## config.mk

```make
export PLATFORM = sky130hd
export DESIGN_NAME = ixe_exec
export DESIGN_NICKNAME = d
export VERILOG_FILES = /design/src/shared/ixe_pkg.sv /design/src/rtl/ixe_exec.sv
export SDC_FILE = /design/constraint.sdc
export NUM_CORES = 1
export LEC_CHECK = 0
export BUFFER_PORTS_ARGS = -buffer_cell sky130_fd_sc_hd__clkbuf_2
export CAP_MARGIN = 10
export CORE_MARGIN = 4
export CORE_UTILIZATION = 50
export CTS_BUF_LIST = sky130_fd_sc_hd__clkbuf_4 sky130_fd_sc_hd__clkbuf_8
export CTS_CLUSTER_DIAMETER = 100
export DETAILED_ROUTE_END_ITERATION = 6
export MAX_ROUTING_LAYER = met4
export PLACE_DENSITY = 0.87
export SYNTH_ARGS = -nofsm -noshare
export SYNTH_HDL_FRONTEND = slang
export SYNTH_SLANG_ARGS = --single-unit
```

## constraint.sdc

```tcl
create_clock -name ref_clk -period 1.7 [get_ports ref_clk]
set_input_delay 0.34 -clock ref_clk [delete_from_list [all_inputs] [get_ports ref_clk]]
set_output_delay 0.34 -clock ref_clk [all_outputs]
set_load 0.005 [all_outputs]
```

## src/shared/ixe_pkg.sv

```systemverilog
/*
 Shared constants and types for the byte-instruction execute slice:
 opcode patterns, addressing limits, register offsets, field positions,
 reset values, phase and operation enums, and the data memory carrier.
 Assumes an 8-bit data path, 12-bit data addresses and 32-bit APB data.
*/
package ixe_pkg;

   // widths of the data path
   localparam int unsigned DATA_W = 8;
   localparam int unsigned ADDR_W = 12;
   localparam int unsigned BANK_W = 4;

   // opcode patterns in the upper bits of the instruction word
   localparam logic [5:0] OPC_INC_SKIP = 6'h12;  // 0100 10da
   localparam logic [5:0] OPC_OR_FILE  = 6'h04;  // 0001 00da
   localparam logic [7:0] OPC_OR_LIT   = 8'h09;  // 0000 1001

   // instruction word fields
   localparam int unsigned DEST_BIT = 9;
   localparam int unsigned BANK_BIT = 8;

   // addressing limits
   localparam logic [7:0] INDEXED_MAX      = 8'h5F;
   localparam logic [7:0] ACCESS_SPLIT_DEF = 8'h80;
   localparam logic [3:0] ACCESS_LOW_BANK  = 4'h0;
   localparam logic [3:0] ACCESS_HIGH_BANK = 4'hF;

   // discarded instruction cycles after a skip
   localparam logic [1:0] NOP_SINGLE = 2'h1;
   localparam logic [1:0] NOP_DOUBLE = 2'h2;

   // register byte offsets
   localparam logic [7:0] REG_CTRL   = 8'h00;
   localparam logic [7:0] REG_BANK   = 8'h04;
   localparam logic [7:0] REG_ACC    = 8'h08;
   localparam logic [7:0] REG_STATUS = 8'h0C;
   localparam logic [7:0] REG_INDEX  = 8'h10;
   localparam logic [7:0] REG_SKIPS  = 8'h14;

   // field positions
   localparam int unsigned CTRL_EXT_BIT = 0;
   localparam int unsigned STAT_Z_BIT   = 0;
   localparam int unsigned STAT_N_BIT   = 1;
   localparam int unsigned STAT_NOP_BIT = 2;

   // reset values
   localparam logic [7:0]  RST_ACC   = 8'h00;
   localparam logic [3:0]  RST_BANK  = 4'h0;
   localparam logic [11:0] RST_INDEX = 12'h000;
   localparam logic        RST_EXT   = 1'b0;

   typedef enum logic [1:0] {PH_Q1, PH_Q2, PH_Q3, PH_Q4} ixe_phase_t;

   typedef enum logic [2:0] {OP_NONE, OP_INC, OP_ORL, OP_ORF, OP_BAD}
      ixe_op_t;

   typedef struct packed {
      logic              re;
      logic              we;
      logic [ADDR_W-1:0] addr;
      logic [DATA_W-1:0] wdata;
   } ixe_mem_req_t;

endpackage

```

## src/rtl/ixe_exec.sv

```systemverilog
/*
 Execute slice for increment-and-skip-unless-null and the two OR forms.
 Runs four phase ticks of ref_clk per instruction cycle. Assumes the
 fetch unit holds instr_word while instr_valid is high and the banked
 data memory returns read data combinationally from mem_req.addr.
*/
// Local design decisions: the APB slave port and the register addresses.
`timescale 1ns/10ps

module ixe_exec
   import ixe_pkg::*;
#(
   parameter logic [7:0] ACCESS_SPLIT = ACCESS_SPLIT_DEF
) (
   // clock, reset, enable
   input  wire logic                ref_clk,
   input  wire logic                rst,
   input  wire logic                ce,
   // instruction fetch and data memory side
   input  wire logic                instr_valid,
   input  wire logic [15:0]         instr_word,
   input  wire logic                next_two_word,
   output ixe_pkg::ixe_mem_req_t    mem_req,
   input  wire logic [DATA_W-1:0]   mem_rdata,
   output logic                     instr_take,
   output logic                     skip_flush,
   output logic                     skip_nop,
   output logic                     illegal_op,
   // apb slave
   input  wire logic                psel,
   input  wire logic                penable,
   input  wire logic                pwrite,
   input  wire logic [7:0]          paddr,
   input  wire logic [31:0]         pwdata,
   output logic [31:0]              prdata,
   output logic                     pready,
   output logic                     pslverr
);

   ixe_phase_t          q,          next_q;
   ixe_op_t             op,         next_op;
   ixe_op_t             dec_op;
   ixe_mem_req_t        next_mem;
   logic [15:0]         ir,         next_ir;
   logic [1:0]          nop_left,   next_nop_left;
   logic                next_skip_nop;
   logic [DATA_W-1:0]   acc,        next_acc;
   logic [DATA_W-1:0]   result,     next_result;
   logic [BANK_W-1:0]   bank,       next_bank;
   logic [ADDR_W-1:0]   index_base, next_index_base;
   logic                ext_en,     next_ext_en;
   logic                flag_n,     next_flag_n;
   logic                flag_z,     next_flag_z;
   logic [7:0]          skip_cnt,   next_skip_cnt;
   logic                next_instr_take;
   logic                next_skip_flush;
   logic                next_illegal;
   logic [31:0]         next_prdata;
   logic                next_pslverr;
   logic                file_op;

   // opcode decode; anything outside the three patterns runs as a no-op
   function automatic ixe_op_t decode_op(input logic [15:0] w);
      if (w[15:10] == OPC_INC_SKIP) return OP_INC;
      if (w[15:8] == OPC_OR_LIT) return OP_ORL;
      if (w[15:10] == OPC_OR_FILE) return OP_ORF;
      return OP_BAD;
   endfunction

   // data address from bank bit and register field
   function automatic logic [ADDR_W-1:0] file_addr(input logic a,
                                                    input logic [7:0] f);
      if (a) return {bank, f};
      if (ext_en && f <= INDEXED_MAX)
         return ADDR_W'(index_base + {4'h0, f});
      if (f < ACCESS_SPLIT) return {ACCESS_LOW_BANK, f};
      return {ACCESS_HIGH_BANK, f};
   endfunction

   // register read mux; unmapped offsets read zero and flag an error
   function automatic logic [32:0] reg_read(input logic [7:0] a);
      case (a)
         REG_CTRL:   return {1'b0, 31'h0, ext_en};
         REG_BANK:   return {1'b0, 28'h0, bank};
         REG_ACC:    return {1'b0, 24'h0, acc};
         REG_STATUS: return {1'b0, 29'h0, skip_nop, flag_n, flag_z};
         REG_INDEX:  return {1'b0, 20'h0, index_base};
         REG_SKIPS:  return {1'b0, 24'h0, skip_cnt};
         default:    return {1'b1, 32'h0};
      endcase
   endfunction

   assign dec_op  = decode_op(instr_word);
   assign file_op = (op == OP_INC) || (op == OP_ORF);

   // next state: apb slave first, then the phase sequencer, so an
   // execute write to the accumulator wins over a same-cycle bus write
   always_comb begin
      next_q          = q;
      next_op         = op;
      next_ir         = ir;
      next_nop_left   = nop_left;
      next_skip_nop   = skip_nop;
      next_acc        = acc;
      next_result     = result;
      next_bank       = bank;
      next_index_base = index_base;
      next_ext_en     = ext_en;
      next_flag_n     = flag_n;
      next_flag_z     = flag_z;
      next_skip_cnt   = skip_cnt;
      next_instr_take = 1'b0;
      next_skip_flush = 1'b0;
      next_illegal    = 1'b0;
      next_mem        = mem_req;
      next_mem.re     = 1'b0;
      next_mem.we     = 1'b0;
      next_prdata     = prdata;
      next_pslverr    = pslverr;
      // setup phase latches the answer so the access phase ends at once
      if (psel && !penable) begin
         {next_pslverr, next_prdata} = reg_read(paddr);
      end
      if (psel && penable && pready && pwrite) begin
         case (paddr)
            REG_CTRL:  next_ext_en     = pwdata[CTRL_EXT_BIT];
            REG_BANK:  next_bank       = pwdata[BANK_W-1:0];
            REG_ACC:   next_acc        = pwdata[DATA_W-1:0];
            REG_INDEX: next_index_base = pwdata[ADDR_W-1:0];
            REG_SKIPS: next_skip_cnt   = 8'h00;  // write clears the count
            default:   ;
         endcase
      end
      unique case (q)
         PH_Q1: begin
            next_q        = PH_Q2;
            next_skip_nop = (nop_left != 2'h0);
            if (nop_left != 2'h0) begin
               // discarded word: the whole cycle does nothing
               next_nop_left = nop_left - 2'h1;
               next_op       = OP_NONE;
            end else if (instr_valid) begin
               next_ir         = instr_word;
               next_op         = dec_op;
               next_instr_take = 1'b1;
               next_illegal    = (dec_op == OP_BAD);
            end else begin
               next_op = OP_NONE;
            end
         end
         PH_Q2: begin
            next_q = PH_Q3;
            if (file_op) begin
               next_mem.re   = 1'b1;
               next_mem.addr = file_addr(ir[BANK_BIT], ir[7:0]);
            end
         end
         PH_Q3: begin
            next_q = PH_Q4;
            if (op == OP_INC) begin
               next_result = mem_rdata + 8'h01;
            end else if (op == OP_ORF) begin
               next_result = acc | mem_rdata;
            end else if (op == OP_ORL) begin
               next_result = acc | ir[7:0];
            end
         end
         PH_Q4: begin
            next_q = PH_Q1;
            if (file_op && ir[DEST_BIT]) begin
               next_mem.we    = 1'b1;
               next_mem.wdata = result;
            end else if (file_op || op == OP_ORL) begin
               next_acc = result;
            end
            if (op == OP_ORL || op == OP_ORF) begin
               next_flag_n = result[DATA_W-1];
               next_flag_z = (result == 8'h00);
            end
            if (op == OP_INC && result != 8'h00) begin
               // fetch drops its word; a two-word follower costs two
               next_skip_flush = 1'b1;
               next_nop_left   = next_two_word ? NOP_DOUBLE
                                               : NOP_SINGLE;
               next_skip_cnt   = skip_cnt + 8'h01;
            end
         end
      endcase
   end

   // state registers; ce low freezes everything
   always_ff @(posedge ref_clk) begin
      if (rst) begin
         q          <= PH_Q1;
         op         <= OP_NONE;
         ir         <= 16'h0000;
         nop_left   <= 2'h0;
         skip_nop   <= 1'b0;
         acc        <= RST_ACC;
         result     <= 8'h00;
         bank       <= RST_BANK;
         index_base <= RST_INDEX;
         ext_en     <= RST_EXT;
         flag_n     <= 1'b0;
         flag_z     <= 1'b0;
         skip_cnt   <= 8'h00;
         instr_take <= 1'b0;
         skip_flush <= 1'b0;
         illegal_op <= 1'b0;
         mem_req    <= '0;
         prdata     <= 32'h0000_0000;
         pready     <= 1'b0;
         pslverr    <= 1'b0;
      end else if (ce) begin
         q          <= next_q;
         op         <= next_op;
         ir         <= next_ir;
         nop_left   <= next_nop_left;
         skip_nop   <= next_skip_nop;
         acc        <= next_acc;
         result     <= next_result;
         bank       <= next_bank;
         index_base <= next_index_base;
         ext_en     <= next_ext_en;
         flag_n     <= next_flag_n;
         flag_z     <= next_flag_z;
         skip_cnt   <= next_skip_cnt;
         instr_take <= next_instr_take;
         skip_flush <= next_skip_flush;
         illegal_op <= next_illegal;
         mem_req    <= next_mem;
         prdata     <= next_prdata;
         pready     <= 1'b1;  // zero-wait slave once out of reset
         pslverr    <= next_pslverr;
      end
   end
endmodule

```

== Word-level counts from Yosys, hierarchy flattened ==
Cells that the tools add are included.

* Register bits: 120
* Input port bits: 72
* Output and inout port bits: 60
* Logic and storage cells: 140

* Add/subtract/negate cells: 4
* Magnitude comparators: 2
* Equal/unequal tests: 17
* Mux-type cells: 62
* Bitwise gates (word level): 3
* Reduce and logical (&&, ||, !) cells: 29

{| class="wikitable"
|+ Operator list
! cell !! number
|-
| 33-bit one-hot mux with 6 select lines || 1
|-
| 8-bit two-way mux || 12
|-
| 12-bit two-way mux || 6
|-
| 1-bit two-way mux || 30
|-
| 8-bit by 4-bit equality test with 1-bit output, second input constant || 3
|-
| 3-bit two-way mux || 8
|-
| 3-bit AND reduction || 7
|-
| 8-bit by 1-bit adder with 8-bit output, second input constant || 2
|-
| 8-bit by 5-bit equality test with 1-bit output, second input constant || 2
|-
| 8-bit logical NOT || 2
|-
| 8-bit OR || 2
|-
| 12-bit by 8-bit adder with 12-bit output || 1
|-
| 8-bit by 3-bit equality test with 1-bit output, second input constant || 1
|-
| 8-bit by 7-bit <= comparator with 1-bit output, second input constant || 1
|-
| 8-bit less-than comparator, second input constant || 1
|-
| 2-bit one-hot mux with 4 select lines || 1
|-
| 4-bit AND reduction || 2
|-
| 8-bit nonzero test || 1
|-
| 1-bit logical AND || 7
|-
| 3-bit by 2-bit equality test with 1-bit output, second input constant || 2
|-
| 6-bit by 3-bit equality test with 1-bit output, second input constant || 1
|-
| 6-bit by 5-bit equality test with 1-bit output, second input constant || 1
|-
| 2-bit two-way mux || 3
|-
| 2-bit equality test, second input constant || 2
|-
| 13 further kinds || 18
|}

== Depth between registers and ports, before layout ==
* Word-level depth: 14
* Mapped depth: 8
* Gate-level depth less buffers: 8

== Worst setup path before layout ==
No wires, ideal clock.

* Kind: flip-flop to flip-flop
* Start point: register ir[7]
* End point: register mem_req[16] in the netlist's numbering
* Setup time: 92 ps
* Arrival: 1802 ps
* Data required time: 1608 ps
* Path slack: -195 ps
* Stages on the path, launching flop included: 7
* Cell sequence: dfxtp_1 -> ha_1 -> clkbuf_1 -> a2111o_1 -> o21ai_0 -> xor2_1 -> o32ai_1

* Longest elaborated chain between the ends: 9
* Elaborated cells between the ends (all ways): 18

{| class="wikitable"
|+ RTL lines
! element !! line !! RTL
|-
| start: declaration || ixe_exec.sv:44 || <nowiki>logic [15:0] ir, next_ir;</nowiki>
|-
| start signal: assignment || ixe_exec.sv:217 || <nowiki>ir <= next_ir;</nowiki>
|-
| 8-bit less-than comparator || ixe_exec.sv:76 || <nowiki>if (f < ACCESS_SPLIT) return {ACCESS_LOW_BANK, f};</nowiki>
|-
| 1-bit two-way mux (2 in a row) || ixe_exec.sv:76 ||
|-
| 1-bit two-way mux || ixe_exec.sv:74 || <nowiki>if (ext_en && f <= INDEXED_MAX)</nowiki>
|-
| 1-bit two-way mux || ixe_exec.sv:153 || <nowiki>if (file_op) begin</nowiki>
|-
| 1-bit two-way mux || ixe_exec.sv:134 || <nowiki>unique case (q)</nowiki>
|-
| 12-bit two-way mux || ixe_exec.sv:77 || <nowiki>return {ACCESS_HIGH_BANK, f};</nowiki>
|-
| 12-bit two-way mux (*) || ixe_exec.sv:76 ||
|-
| 12-bit two-way mux (*) || ixe_exec.sv:74 ||
|-
| end signal: assignment || ixe_exec.sv:231 || <nowiki>mem_req <= next_mem;</nowiki>
|-
| end: declaration || ixe_exec.sv:23 || <nowiki>output ixe_pkg::ixe_mem_req_t mem_req,</nowiki>
|}

Every way passes the cells marked *; elsewhere a longest branch is shown, timed or not. The select of a mux whose other input is x is not followed.
A chain may end at the register's enable or synchronous reset.

== Worst setup path in the final report ==
* Start point: register index_base[0]
* End point: register mem_req[18] in the netlist's numbering

* Longest elaborated chain between the ends: 6

{| class="wikitable"
|+ RTL lines
! element !! line !! RTL
|-
| start: declaration || ixe_exec.sv:50 || <nowiki>logic [ADDR_W-1:0] index_base, next_index_base;</nowiki>
|-
| start signal: assignment || ixe_exec.sv:223 || <nowiki>index_base <= next_index_base;</nowiki>
|-
| 12-bit by 8-bit adder with 12-bit output (*) || ixe_exec.sv:75 || <nowiki>return ADDR_W'(index_base + {4'h0, f});</nowiki>
|-
| 12-bit two-way mux (*) || ixe_exec.sv:74 ||
|-
| 12-bit two-way mux || ixe_exec.sv:76 ||
|-
| 12-bit two-way mux || ixe_exec.sv:77 ||
|-
| 12-bit two-way mux (*) || ixe_exec.sv:76 ||
|-
| 12-bit two-way mux (*) || ixe_exec.sv:74 ||
|}

Every way passes the cells marked *; elsewhere a longest branch is shown, timed or not.

==> flow_summary.toml <==
[status]
status = "finished, violations left"
violations = "setup timing"

[synth]
async_reset_ff_share_pct = 0
ys_seq_area_share_pct = 36.9
yosysWarnings = 0
synth_cells = 656
synthesis.area_um2 = 5430
synth_flop_cell = "dfxtp_1"
ys_ff_latch = 100
syn_area_per_cell_um2 = 8.28
synth.distinct_cells = 73
synth_edf_count = 0

[worst_setup_path]
arrival_ps = 2190
slowest_delay_ps = 370
start_kind = "register"
cp_slowest_cell = "dfxtp_2"
cp_max_fo = 3
cp_cell_sequence = "ha_4 > inv_2 > fa_2 > nor2b_4 > o31a_1 > o21ai_2 > buf_4 > o211ai_1 > nand3_1"
crit_type = "reg2reg"
end_kind = "register"
crit_buf_inv = 2
worst_ep_required_time_ps = 1970
cp_top_family = "compound AO/OA/AOI/OAI gates"

[sta]
fin_skew_ps = 16.6
setup_ws_ps = -225
maxSlewViolCount = 0
rsz0062_at_grt = "yes"
fin_tns_setup_ps = -1840
finalHoldViolCount = 0
finalSetupViolCount = 13
fmax_mhz = 519
fin_crit_sh_pct = 113
min_period_ps = 1930

[job]
maxCapViolations = 0

[placement]
gp_congestion = 0.938
portBuffers = 91
hpwl_um = 11800

[drt]
drc = 0
firstDrtPassIters = 5
via_count = 5540
wire_per_inst_um = 17.2
drtIter0Drc = 528
via_per_inst = 5.87
detail-route-antenna-nets = 0
totalWireLength_um = 16200

[clock_network]
clock-sinks = 100
cts_buffers = 9
cts_tree = "done"
cts_buffer_depth = 2
htree_levels = 3
clkLatencyLatePin_ps = 380
clkTransAtPathRegs_ps = 110
clock-root-buffer = "clkbuf_8"

[min_path]
hp-class = "in2reg"

[floorplan]
num_io_pins = 132
rows = 37
dieArea_um2 = 12600
dieHeight_um = 112
start_util_pct = 51.9
die_x_um = 112
core_um2 = 10500

[global_route]
first_global_vias = 5143
grt_util_all_layers_pct = 25.0
grt_pass1_wl_um = 25300
grt-ovfl-total = 0
antenna_found_initial = 0
grt_max_degree = 73

[finish]
final_nets = 891
drive_gt1_share_pct = 31.4
post-route-util_pct = 65.7
n_fill_cell = 844
area_growth_pct = 26.6
final_common_cell = "clkbuf_2"
layout_common_cells = "clkbuf_2 (90), dfxtp_1 (89), buf_4 (77), nand2_1 (69), nor2_1 (67)"
num_antenna_cells = 0

[power]
worst_ir_drop_vdd_mv = 0.605
leakagePower_nw = 2.89
power_mw = 4.61
p_per_area_nw_per_um2 = 670
report_power, final:
| group | internal (mW) | switching, mW | total, mW |
|---|---|---|---|
| clock | 0.719 | 0.927 | 1.65 |
| combinational | 0.227 | 0.311 | 0.538 |
| sequential | 2.38 | 0.0412 | 2.42 |
registers in the layout, summed over array words and instances, names as in the netlist:
signal / cells
acc: 8
bank: 4
ext_en: 1
flag_n: 1
flag_z: 1
illegal_op: 1
index_base: 12
instr_take: 1
ir: 10
mem_req: 22
nop_left: 2
op: 3
prdata: 12
pready: 1
pslverr: 1
q: 2
result: 8
skip_cnt: 8
skip_flush: 1
skip_nop: 1
tightest hold or removal path: cells and delay by family:
| kind | cells | cell delay, ps |
|---|---|---|
| AOI/OAI and AO/OA | 1 | 50 |
| and+or+nand+nor | 1 | 40 |
| buffers and inverters | 1 | 80 |
cell usage after synthesis, types with 6 or more instances:
| cell | instances | share of area [%] |
|---|---|---|
| dfxtp_1 | 100 | 37 |
| nand2_1 | 69 | 4.8 |
| nor2_1 | 68 | 4.7 |
| a21oi_1 | 60 | 5.5 |
| mux2i_1 | 32 | 5.9 |
| o21ai_0 | 29 | 2.7 |
| clkbuf_1 | 23 | 1.6 |
| buf_4 | 22 | 3.0 |
| nand3_1 | 21 | 1.9 |
| a211oi_1 | 15 | 2.1 |
| a22oi_1 | 15 | 2.1 |
| ha_1 | 15 | 3.5 |
| inv_1 | 15 | 1.0 |
| nand2b_1 | 13 | 1.5 |
| or3_1 | 12 | 1.4 |
| nor3_1 | 10 | 0.92 |
| buf_2 | 9 | 0.83 |
| nor2b_1 | 9 | 1.0 |
| nand4_1 | 6 | 0.69 |
| o221ai_1 | 6 | 0.97 |
| xnor2_1 | 6 | 0.97 |
cell type report:
cell class	count	area [µm²]	share of cell area [%]
clock buffers	9	124	1.80
clock inverters	7	92.6	1.35
inverters	15	56.3	0.819
multi-input cells	504	3320	48.3
flip-flops and latches	100	2020	29.3
well taps	136	170	2.47
repair buffers	173	1100	16.0
kinds of logic (layout without fill, tap and decap cells):
| family | count (synthesis) | count (layout) | share of synthesized area, % |
|---|---|---|---|
| compound gates | 177 | 177 | 21.3 |
| xor+xnor | 8 | 8 | 1.29 |
| fa+ha+maj | 16 | 16 | 3.82 |
| buf+inv | 71 | 204 | 6.63 |
| flops | 100 | 100 | 36.9 |
| mux | 35 | 35 | 6.52 |
| other cells | 1 | 20 | 0.0690 |
| simple gates | 248 | 248 | 23.5 |
path summary, 6_finish.rpt:
check	endpoint	startpoint	slack, ps	cells after the start
worst max-delay path	mem_req[18]	index_base[0]	-230	9
worst min-delay path	ir[1]	instr_word[1]	180	3
worst max register to register	mem_req[18]	index_base[0]	-230	9
worst min register to register	mem_req[9]	mem_req[9]	460	2
per-layer routing:
layer	GRT usage (%)	vias to the layer above	routed length [µm]
met4	6.41	0	325
met5	-	-	0
met2	41.8	293	7900
met1	31.0	2593	6470
li1	-	2620	-
met3	5.18	34	1520
metrics by stage:
stage          setup slack (ps)  cells  area [µm²]  hold slack, ps
2_1_floorplan             -7.29    675        5550             448
3_3_place_gp               -102    922        6450             442
3_5_place_dp               -143    922        6450             450
4_1_cts                    -141    941        6720             177
5_1_grt                    -313    944        6880             179
6_report                   -225    944        6880             177
what timing repair did:
item / 4_1_cts / 5_1_grt
setup endpoints to repair: 15 / 43
hold endpoints to repair: 0 / 0
pin swaps: 12 / 14
setup buffers: 4 / 4
resized for setup: 7 / 36
hold buffers: 0 / 0
No activity file was read; power rests on OpenSTA's default activity.
